<file path="src/pkg/dtcm_pkg.sv">
// Purpose: shared constants and types for the dual timer / capture block
// Assumes: one clock domain, plain control ports, no register bus
// Notes: counters and reload registers are sixteen bits wide
`default_nettype none

package dtcm_pkg;

    // data path width
    localparam int CNT_W = 16;

    // counter values with a fixed meaning
    localparam logic [15:0] CNT_PRESET = 16'hFFFF;
    localparam logic [15:0] CNT_ZERO = 16'h0000;
    localparam logic [15:0] CNT_ONE = 16'h0001;

    // reset values of the control state
    localparam logic [15:0] RST_CNT = 16'h0000;
    localparam logic [15:0] RST_CR = 16'h0000;
    localparam logic [3:0] RST_PEND = 4'h0;
    localparam logic RST_LEVEL = 1'b0;

    // bit positions inside the four-bit pending and enable vectors
    localparam int PND_A = 0;
    localparam int PND_B = 1;
    localparam int PND_C = 2;
    localparam int PND_D = 3;

    // operating modes
    typedef enum logic [2:0] {
        DTCM_MODE1 = 3'h0,
        DTCM_MODE1A = 3'h1,
        DTCM_MODE2 = 3'h2,
        DTCM_MODE3 = 3'h3,
        DTCM_MODE4 = 3'h4
    } dtcm_mode_t;

    // clock source of one counter
    typedef enum logic [1:0] {
        DTCM_CLK_NONE = 2'h0,
        DTCM_CLK_PRESC = 2'h1,
        DTCM_CLK_EVENT = 2'h2,
        DTCM_CLK_ACCUM = 2'h3
    } dtcm_clk_t;

endpackage : dtcm_pkg

`default_nettype wire

</file>
<file path="src/design/dtcm_timer.sv">
// Purpose: two 16-bit down-counters with two capture/reload registers
// Assumes: all inputs synchronous to i_clk_sys; prescaler gives a one-cycle tick
// Notes: modes 1, 1a, 2, 3 and 4; pending flags cleared by a separate clear vector
//
// Contract
// [RL1] mode 3: counter one reloads from A
// [RL2] pin A toggles per counter-one underflow
// [RL3] mode 3: counter-one underflow sets pending A
// [RL4] mode 3: counter two reloads from B
// [RL5] mode 3: counter-two underflow sets pending D
// [RL6] mode 3: either counter clocked by pin B
// [RL7] mode 4: counter one reloads, toggles, sets A
// [RL8] mode 4: pin B edge captures counter two
// [RL9] mode 4 with pin-B enable: capture then preset
// [RL10] mode 4: counter-two underflow sets pending D
// [RL11] pin-B edge bit selects rising or falling
// [RL12] capture pulses last one clock at least
// [RL13] mode 4: counter two stops on pin-B clock
// [RL14] pin A driven from output-level bit
// [RL15] pin A enable clear: no toggle; mode 2 captures
// [RL16] pin B enable clear: event input or capture
// [RL17] four sources; A,B,C to irq A, D to B
// [RL18] C only mode 2; B unused mode 3
// [RL19] modes 1/1a: reloads from A/B set flags
// [RL20] separate clear input for pending flags
// [RL21] reload register writes ignored while disabled
// [RL22] decrement per tick; wrap below zero underflows
// [RL23] irq outputs follow enabled pending flags
`default_nettype none

module dtcm_timer
    import dtcm_pkg::*;
(
    // clock and reset
    input wire logic i_clk_sys,
    input wire logic i_rstn,
    // configuration
    input wire logic i_timer_enable,
    input wire logic [2:0] i_mode,
    input wire logic [1:0] i_clk1_sel,
    input wire logic [1:0] i_clk2_sel,
    input wire logic i_presc_tick,
    input wire logic i_pin_a_en,
    input wire logic i_pin_b_en,
    input wire logic i_pin_a_edge,
    input wire logic i_pin_b_edge,
    input wire logic i_pulse_train_sw_sel,
    input wire logic i_pulse_train_sw_start,
    // software writes
    input wire logic [15:0] i_wdata,
    input wire logic i_cnt1_wr,
    input wire logic i_cnt2_wr,
    input wire logic i_cra_wr,
    input wire logic i_crb_wr,
    input wire logic i_level_wr,
    // interrupt control
    input wire logic [3:0] i_irq_enable,
    input wire logic [3:0] i_pend_clr,
    // pins
    input wire logic i_pin_a,
    input wire logic i_pin_b,
    output logic o_pin_a,
    output logic o_pin_a_oe_n,
    // status
    output logic [15:0] o_cnt1,
    output logic [15:0] o_cnt2,
    output logic [15:0] o_cra,
    output logic [15:0] o_crb,
    output logic [3:0] o_pend,
    output logic o_irq_a,
    output logic o_irq_b
);

    // state
    logic [15:0] cnt1_q, cnt1_d;
    logic [15:0] cnt2_q, cnt2_d;
    logic [15:0] cra_q, cra_d;
    logic [15:0] crb_q, crb_d;
    logic [3:0] pend_q, pend_d;
    logic level_q, level_d;
    logic oe_n_q;
    logic irq_a_q, irq_b_q;
    logic pin_a_prev_q, pin_b_prev_q;
    logic use_b_q, use_b_d;
    logic train_q, train_d;

    // mode decode
    dtcm_mode_t mode;
    dtcm_clk_t sel1, sel2;
    wire logic m1 = (mode == DTCM_MODE1);
    wire logic m1a = (mode == DTCM_MODE1A);
    wire logic m2 = (mode == DTCM_MODE2);
    wire logic m3 = (mode == DTCM_MODE3);
    wire logic m4 = (mode == DTCM_MODE4);
    wire logic pwm_mode = m1 | m1a;
    assign mode = dtcm_mode_t'(i_mode);
    assign sel1 = dtcm_clk_t'(i_clk1_sel);
    assign sel2 = dtcm_clk_t'(i_clk2_sel);

    // edge detection; a pulse shorter than one clock may be missed entirely
    wire logic a_rise = i_pin_a & ~pin_a_prev_q;
    wire logic a_fall = ~i_pin_a & pin_a_prev_q;
    wire logic b_rise = i_pin_b & ~pin_b_prev_q;
    wire logic b_fall = ~i_pin_b & pin_b_prev_q;
    wire logic a_edge = i_timer_enable & (i_pin_a_edge ? a_rise : a_fall);
    wire logic b_edge = i_timer_enable & (i_pin_b_edge ? b_rise : b_fall); // RL11 RL12

    // pin B as a clock: one tick per selected edge, or prescaled ticks while high
    wire logic b_event_tick = b_edge; // RL6 RL16
    wire logic b_accum_tick = i_presc_tick & i_pin_b;

    // counter one tick; pin B is a capture input in mode 2 so the pin-B clocks stop there
    logic tick1_raw;
    always_comb begin
        case (sel1)
            DTCM_CLK_PRESC: tick1_raw = i_presc_tick;
            DTCM_CLK_EVENT: tick1_raw = b_event_tick & ~m2;
            DTCM_CLK_ACCUM: tick1_raw = b_accum_tick & ~m2;
            DTCM_CLK_NONE: tick1_raw = 1'b0;
            default: tick1_raw = 1'b0;
        endcase
    end
    wire logic tick1 = i_timer_enable & tick1_raw & (~m1a | train_q);

    // counter one underflow: tick while at zero
    wire logic unf1 = tick1 & (cnt1_q == CNT_ZERO); // RL22

    // counter two tick; in mode 1a it counts underflows of counter one instead
    logic tick2_raw;
    always_comb begin
        case (sel2)
            DTCM_CLK_PRESC: tick2_raw = i_presc_tick;
            DTCM_CLK_EVENT: tick2_raw = b_event_tick & ~m4; // RL13
            DTCM_CLK_ACCUM: tick2_raw = b_accum_tick & ~m4; // RL13
            DTCM_CLK_NONE: tick2_raw = 1'b0;
            default: tick2_raw = 1'b0;
        endcase
    end
    wire logic tick2 = i_timer_enable & (m1a ? unf1 : tick2_raw);
    wire logic unf2 = tick2 & (cnt2_q == CNT_ZERO); // RL22

    // capture events
    wire logic cap_a2 = m2 & a_edge; // RL15
    wire logic cap_b2 = m2 & b_edge;
    wire logic cap_b4 = m4 & b_edge; // RL8
    wire logic preset1 = (cap_a2 & i_pin_a_en) | (cap_b2 & i_pin_b_en);
    wire logic preset2 = cap_b4 & i_pin_b_en; // RL9

    // pulse train start and stop
    wire logic train_go = i_pulse_train_sw_sel ? i_pulse_train_sw_start : b_edge; // RL16
    always_comb begin
        train_d = train_q;
        if (!m1a || !i_timer_enable) begin
            train_d = 1'b0;
        end else if (unf2) begin
            train_d = 1'b0;
        end else if (train_go) begin
            train_d = 1'b1;
        end
    end

    // counter one next value; alternating reload only in modes 1 and 1a
    wire logic [15:0] reload1 = (pwm_mode && use_b_q) ? crb_q : cra_q;
    always_comb begin
        cnt1_d = cnt1_q;
        use_b_d = use_b_q;
        if (!pwm_mode || (sel1 == DTCM_CLK_NONE)) begin
            use_b_d = 1'b0;
        end
        if (i_cnt1_wr) begin
            cnt1_d = i_wdata;
        end else if (preset1) begin
            cnt1_d = CNT_PRESET; // RL9
        end else if (unf1 && (m1 || m1a || m3 || m4)) begin
            cnt1_d = reload1; // RL1 RL7
            use_b_d = pwm_mode & ~use_b_q;
        end else if (tick1) begin
            cnt1_d = cnt1_q - CNT_ONE; // RL22
        end
    end

    // counter two next value
    always_comb begin
        cnt2_d = cnt2_q;
        if (i_cnt2_wr) begin
            cnt2_d = i_wdata;
        end else if (preset2) begin
            cnt2_d = CNT_PRESET; // RL9
        end else if (unf2 && m3) begin
            cnt2_d = crb_q; // RL4
        end else if (unf2 && m1a) begin
            cnt2_d = CNT_ZERO;
        end else if (tick2) begin
            cnt2_d = cnt2_q - CNT_ONE; // RL22
        end
    end

    // capture/reload registers; writes only land while the timer is on
    always_comb begin
        cra_d = cra_q;
        crb_d = crb_q;
        if (cap_a2) begin
            cra_d = cnt1_q; // RL15
        end else if (i_cra_wr && i_timer_enable) begin
            cra_d = i_wdata; // RL21
        end
        if (cap_b2) begin
            crb_d = cnt1_q; // RL16
        end else if (cap_b4) begin
            crb_d = cnt2_q; // RL8 RL16
        end else if (i_crb_wr && i_timer_enable) begin
            crb_d = i_wdata; // RL21
        end
    end

    // pending flag sources per mode
    wire logic reload_a1 = pwm_mode & unf1 & ~use_b_q;
    wire logic reload_b1 = pwm_mode & unf1 & use_b_q;
    wire logic set_a = reload_a1 | cap_a2 | ((m3 | m4) & unf1); // RL3 RL7 RL19
    wire logic set_b = reload_b1 | cap_b2 | cap_b4; // RL8 RL18 RL19
    wire logic set_c = m2 & unf1; // RL18
    wire logic set_d = unf2; // RL5 RL10 RL18
    wire logic [3:0] pend_set = {set_d, set_c, set_b, set_a};

    // a set arriving with its clear wins so no event is lost
    assign pend_d = (pend_q & ~i_pend_clr) | pend_set; // RL20 RL17

    // pin A level: software load, then toggle per underflow if enabled and not in mode 2
    wire logic toggle_a = unf1 & i_pin_a_en & ~m2; // RL2 RL15
    always_comb begin
        level_d = level_q;
        if (i_level_wr) begin
            level_d = i_wdata[0]; // RL14
        end else if (toggle_a) begin
            level_d = ~level_q; // RL2
        end
    end

    // interrupt lines, registered from the next flag state
    wire logic irq_a_d = |(pend_d[PND_C:PND_A] & i_irq_enable[PND_C:PND_A]); // RL17 RL23
    wire logic irq_b_d = pend_d[PND_D] & i_irq_enable[PND_D]; // RL17 RL23

    // state registers
    always_ff @(posedge i_clk_sys) begin
        if (!i_rstn) begin
            cnt1_q <= RST_CNT;
            cnt2_q <= RST_CNT;
            cra_q <= RST_CR;
            crb_q <= RST_CR;
            pend_q <= RST_PEND;
            level_q <= RST_LEVEL;
            use_b_q <= 1'b0;
            train_q <= 1'b0;
        end else begin
            cnt1_q <= cnt1_d;
            cnt2_q <= cnt2_d;
            cra_q <= cra_d;
            crb_q <= crb_d;
            pend_q <= pend_d;
            level_q <= level_d;
            use_b_q <= use_b_d;
            train_q <= train_d;
        end
    end

    // pin history and output-side registers
    always_ff @(posedge i_clk_sys) begin
        if (!i_rstn) begin
            pin_a_prev_q <= i_pin_a; // take the idle level so no false edge follows reset
            pin_b_prev_q <= i_pin_b;
            oe_n_q <= 1'b1;
            irq_a_q <= 1'b0;
            irq_b_q <= 1'b0;
        end else begin
            pin_a_prev_q <= i_pin_a;
            pin_b_prev_q <= i_pin_b;
            oe_n_q <= m2; // pin A is an input only in mode 2
            irq_a_q <= irq_a_d;
            irq_b_q <= irq_b_d;
        end
    end

    // outputs straight from flip-flops
    assign o_pin_a = level_q; // RL14
    assign o_pin_a_oe_n = oe_n_q;
    assign o_cnt1 = cnt1_q;
    assign o_cnt2 = cnt2_q;
    assign o_cra = cra_q;
    assign o_crb = crb_q;
    assign o_pend = pend_q;
    assign o_irq_a = irq_a_q;
    assign o_irq_b = irq_b_q;
endmodule : dtcm_timer

`default_nettype wire

</file>
<file path="config.mk">
export PLATFORM = sky130hd
export DESIGN_NAME = dtcm_timer
export DESIGN_NICKNAME = d
export VERILOG_FILES = /design/src/pkg/dtcm_pkg.sv /design/src/design/dtcm_timer.sv
export SDC_FILE = /design/constraint.sdc
export NUM_CORES = 1
export LEC_CHECK = 0
export ABC_CLOCK_PERIOD_IN_PS = 2550
export BUFFER_PORTS_ARGS = -buffer_cell sky130_fd_sc_hd__buf_2
export CAP_MARGIN = 20
export CORE_ASPECT_RATIO = 1.75
export CORE_MARGIN = 5
export CORE_UTILIZATION = 38
export DETAILED_ROUTE_END_ITERATION = 6
export SLEW_MARGIN = 20
export SYNTH_ARGS = -nofsm -noshare
export SYNTH_HDL_FRONTEND = slang
export SYNTH_SLANG_ARGS = --single-unit
</file>
<file path="constraint.sdc">
create_clock -name i_clk_sys -period 2.55 [get_ports i_clk_sys]
set_input_delay 0.51 -clock i_clk_sys [delete_from_list [all_inputs] [get_ports i_clk_sys]]
set_output_delay 0.51 -clock i_clk_sys [all_outputs]
set_load 0.05 [all_outputs]
</file>
---- Word-level counts from Yosys, hierarchy flattened ----
Cells that the tools add are included.
W data, S select, Z words.
storage, ports and cells
  input port bits ......................... 48
  word-level logic and storage cells ...... 131
  register bits after elaboration ......... 76
  output and inout port bits .............. 72
cells by class
  bitwise gates (word level) .............. 53
  eq/ne operators ......................... 10
  add/subtract/negate cells ............... 2
  muxes and demuxes ....................... 27
  reductions and logical operators ........ 26
operators with widths
  operator                 count
  $mux W16                 15
  $logic_not A16 Y1        2
  $sub A16 B1 Y16 const B  2
  $and A1 B1 Y1            31
  $mux W1                  10
  $not A1 Y1               10
  $eq A2 B2 Y1 const B     4
  $or A1 B1 Y1             8
  $pmux W1 S4              2
  $eq A3 B2 Y1 const B     2
  $logic_and A1 B1 Y1      6
  $reduce_or A3 Y1         2
  $logic_or A1 B1 Y1       5
  $reduce_bool A5 Y1       1
  $and A4 B4 Y4            1
  $eq A2 B1 Y1 const B     2
  $logic_not A2 Y1         2
  $not A4 Y4               1
  $or A4 B4 Y4             1
  $reduce_bool A2 Y1       2
  $reduce_bool A4 Y1       1
  $and A3 B3 Y3            1
  $eq A3 B1 Y1 const B     1
  $eq A3 B3 Y1 const B     1
  3 further kinds          5

---- Longest topological paths before layout ----
  word-level depth ........................ 17
  depth in mapped cells ................... 11
  depth with buffers taken out ............ 9

---- Worst setup path before layout ----
No wires, ideal clock.
  kind .................................... register to register
  from .................................... register cnt2_q[0], in the netlist o_cnt2[0]
  to ...................................... register cnt2_q[13], in the netlist o_cnt2[13]
  library setup time ...................... 117 ps
  period minus slack after synthesis ...... 2,778 ps
  cell stages (with the launch flop) ...... 11
  slack ................................... -228 ps
  data arrival time ....................... 2,660 ps
  required time ........................... 2,433 ps
  path buffers ............................ 1
  cell sequence ........................... dfxtp_1 inv_1 ha_1 or3b_2 nor2_1 nand4_1 nor3b_2 buf_2 nor2_1 or3_1 a32o_1
between the ends
  cells in the longest elaborated chain, start to end .. 7
  elaborated cells between the ends (all ways) .. 11
  classes of those cells .................. add/sub (1); mux (5); bitwise (1); reduce/logical (4)
ends and longest elaborated chain
  what                                                     RTL line           source
  from (decl)                                              dtcm_timer.sv:76   logic [15:0] cnt2_q, cnt2_d;
  from (signal assigned)                                   dtcm_timer.sv:256  cnt2_q <= cnt2_d;
  branches (longest 7 deep; another with $sub A16 B1 Y16)  n/a
Parallel ways; which one is timed is not known. The select of a mux whose other input is x is not followed.
A chain may end at the register's enable or synchronous reset.

---- Worst setup path in the final report ----
  from .................................... register cnt1_q[12], in the netlist o_cnt1[12]
  to ...................................... register cnt2_q[13], in the netlist o_cnt2[13]
between the ends
  cells in the longest elaborated chain, start to end .. 10
  elaborated cells between the ends (all ways) .. 12
  classes of those cells .................. mux (5); bitwise (3); reduce/logical (4)
ends and longest elaborated chain
  what                    RTL line           source
  from (decl)             dtcm_timer.sv:75   logic [15:0] cnt1_q, cnt1_d;
  from (signal assigned)  dtcm_timer.sv:255  cnt1_q <= cnt1_d;
  $logic_not A16 Y1 *     dtcm_timer.sv:126  wire logic unf1 = tick1 & (cnt1_q == CNT_ZERO);
  $and A1 B1 Y1 *         dtcm_timer.sv:126
  $mux W1 *               dtcm_timer.sv:139  wire logic tick2 = i_timer_enable & (m1a ? unf1 : tick2_raw);
  $and A1 B1 Y1 *         dtcm_timer.sv:139
  $and A1 B1 Y1           dtcm_timer.sv:140  wire logic unf2 = tick2 & (cnt2_q == CNT_ZERO);
  $logic_and A1 B1 Y1     dtcm_timer.sv:191  end else if (unf2 && m1a) begin
  $mux W16                dtcm_timer.sv:191
  $mux W16                dtcm_timer.sv:189  end else if (unf2 && m3) begin
  $mux W16                dtcm_timer.sv:187  end else if (preset2) begin
  $mux W16                dtcm_timer.sv:185  if (i_cnt2_wr) begin
Every way passes the cells marked *; elsewhere a longest branch is shown, timed or not.

==> qor.txt <==
Die ar. - 0.0152 mm²
IO buf count - 119
hold path start - i_pin_a
flops & latches, synth - 76
TritonRoute pass-1 iters - 5
Final ANT Viol Nets - 0
Rel. slew slack - 0.621
GR peak layer - met2
Tot Pwr - 0.00428 W
Clk Latency, worst-skew pair - 0.34 ns
peak per-stage delay on the critical path - 0.55 ns
async set or reset register ratio after synthesis - 0
total gr overflow - 0
Post-synth EDFFs - 0
Chip Width - 95.3 µm
Final Hold Vio Count - 0
post-place setup slack - -0.466 ns
Crit. End Element - register
Die Y - 159 µm
DRC errors left - 0
total length of routed wires - 20.4 mm
layout cells sized above 1 - 0.354
setup ws final - 0.0259 ns
most used cell, CP - or3_4
leading cell types in the layout, fill and taps excluded - buf_2, buf_4, dfxtp_1
Worst R2R Start - o_cnt1[12]
Syn Std Cell Area - 0.00484 mm²
worst vdd ir - 0.335 mV
CTS Sinks - 76
WP buf/inv - 0
number of global-route vias before repair - 5781
Data arrival, critical path - 2.76 ns
Worst setup SP type - register
hpwl dp - 15.3 mm
Worst EP required - 2.79 ns
net count reported at finish - 859
Hold Path Class - input port to register
total track usage - 0.265
post-synth cell types - 73
Slew Limit Fails - 0
leakage power - 3.18 nW
worst-path fanout max - 5
synthesized area per cell - 7.84 µm²
Clock Skew - 0.00565 ns
Seq/Total Area, Yosys - 0.314
Final Hold Slack - 0.290 ns
cts hold-fix bufs - 0
CP Cell Sequence - or4_4, or3_4, nor2_8, a21o_4, o211ai_2, or3_4, a32o_1
Core Rows - 54
initial antenna violation count - 0
CTS root buffer - clkbuf_16
# Max-Cap Violations - 0
accumulated negative setup slack - 0 ns
Post-Synthesis Cells - 617
H-tree Lvls - 3
post-route clock period utilization - 0.990
post-route insts no fill - 982
Bufs on Longest Clock Path - 2
Largest delay share family, worst path - simple AND/OR/NAND/NOR gates
Yosys warning total - 0
Vias - 5841
Syn Nets - 667
Critical Path Start - o_cnt1[12]
Slowest cell on crit path - or4_4
vias per inst - 5.95
CTS tree - yes
n_diodes - 0
met1 GRT Util - 0.295
fmax - 396 MHz
TritonCTS buffer count - 9
filler instances - 1203
Iter 0 DRT Violations - 439
Reg clk slew, reported paths - 0.06 ns
Top-Level Pins - 120
status - finished, final reports clean
# setup viols final - 0
min cycle time layout - 2.52 ns
met2 Use GR - 0.461
Pwr Density - 628 mW/mm²
pin count of the biggest net entering global routing - 33
global-route wire length before repair - 31.1 mm
Initial Util - 0.387
area of the core - 0.0125 mm²
critical path type - register to register
WL/cell - 20.8 µm
area delta synth->final - 40.9%
worst-margin pin slew - 0.564 ns
placed insts - 953
met3 Resource Use GR - 0.0326
most common cell after layout, fill and taps aside - buf_2
RSZ-0062 raised after global routing - yes
ys flop type - dfxtp_1
placer congestion estimate - 0.927
## logic make-up (layout without fill, tap and decap cells)
group,Yosys count,count (layout),synth area share
xor+xnor,12,12,0.0217
buf+inv,59,255,0.0502
mux,34,34,0.0711
compound gates,187,188,0.277
fa+ha+maj,2,2,0.00517
flops,76,76,0.314
simple gates,247,247,0.261
## per-stage QoR
stage / cell area [µm²] / utilization
global route: 6820 / 0.545
global placement: 6250 / 0.500
floorplan: 4880 / -
detailed placement: 6250 / 0.500
CTS: 6740 / 0.539
finish: 6820 / 0.545
## Yosys cell counts (all sizes together), types with 4 or more instances
| master | instances | share of area |
|---|---|---|
| dfxtp | 76 | 0.31 |
| nor2 | 70 | 0.058 |
| nand2 | 55 | 0.043 |
| a21oi | 43 | 0.045 |
| clkbuf | 36 | 0.028 |
| nand3 | 36 | 0.041 |
| o21ai | 32 | 0.033 |
| mux2i | 31 | 0.064 |
| a211oi | 19 | 0.029 |
| a311oi | 17 | 0.031 |
| nand2b | 16 | 0.021 |
| nor3 | 15 | 0.017 |
| inv | 14 | 0.011 |
| a32o | 11 | 0.023 |
| and3 | 9 | 0.012 |
| buf | 9 | 0.011 |
| o22ai | 8 | 0.010 |
| xnor2 | 8 | 0.014 |
| a22o | 7 | 0.013 |
| nor3b | 7 | 0.012 |
| or3 | 6 | 0.0088 |
| a21o | 5 | 0.0093 |
| a221oi | 5 | 0.0091 |
| and2 | 5 | 0.0065 |
| nand4 | 5 | 0.0065 |
| o2111ai | 5 | 0.0091 |
| or4 | 5 | 0.0085 |
| nand3b | 4 | 0.0062 |
| o221ai | 4 | 0.0072 |
| xor2 | 4 | 0.0072 |
## final timing paths
kind                                     end  slack [ns]  cells past startpoint
worst max-delay path              o_cnt2[13]        0.03                      7
worst min-delay path            pin_a_prev_q        0.29                      1
worst max register to register    o_cnt2[13]        0.03                      7
worst min register to register      o_cra[6]        0.50                      2
## state kept, by name, summed over array words and instances (netlist names)
| register | count |
|---|---|
| o_cra | 16 |
| pin_b_prev_q | 1 |
| o_irq_a | 1 |
| pin_a_prev_q | 1 |
| o_crb | 16 |
| o_pend | 4 |
| use_b_q | 1 |
| o_pin_a_oe_n | 1 |
| o_irq_b | 1 |
| o_cnt1 | 16 |
| train_q | 1 |
| o_pin_a | 1 |
| o_cnt2 | 16 |
## where the power goes
part / switching (W) / total (W) / internal, W
clock: 0.000526 / 0.00157 / 0.00104
combinational: 0.000850 / 0.00136 / 0.000507
sequential: 0.0000776 / 0.00135 / 0.00127
total: 0.00145 / 0.00428 / 0.00282
## area by class of cell
class | count | area [µm²] | share of cell area
Clock buffer | 13 | 272 | 0.0398
Clock inverter | 3 | 90.1 | 0.0132
Inverter | 14 | 52.6 | 0.00771
Multi-Input combinational cell | 483 | 3190 | 0.468
Sequential cell | 76 | 1540 | 0.225
Tap cell | 168 | 210 | 0.0308
Timing Repair Buffer | 225 | 1470 | 0.215
## per-layer routing
metal	vias to the layer above	routed length, µm	part of all wire
met5	-	0	0
met2	292	10400	0.51
met1	2759	7520	0.37
met3	87	1220	0.060
met4	0	1240	0.061
li1	2703	-	-
## timing repair
item,4_1_cts,5_1_grt
pin swaps,5,8
buffers inserted,8,3
gates cloned,1,1
endpoints found under the setup margin,13,20
gates resized for setup,9,11
(Power assumes the default switching activity.)
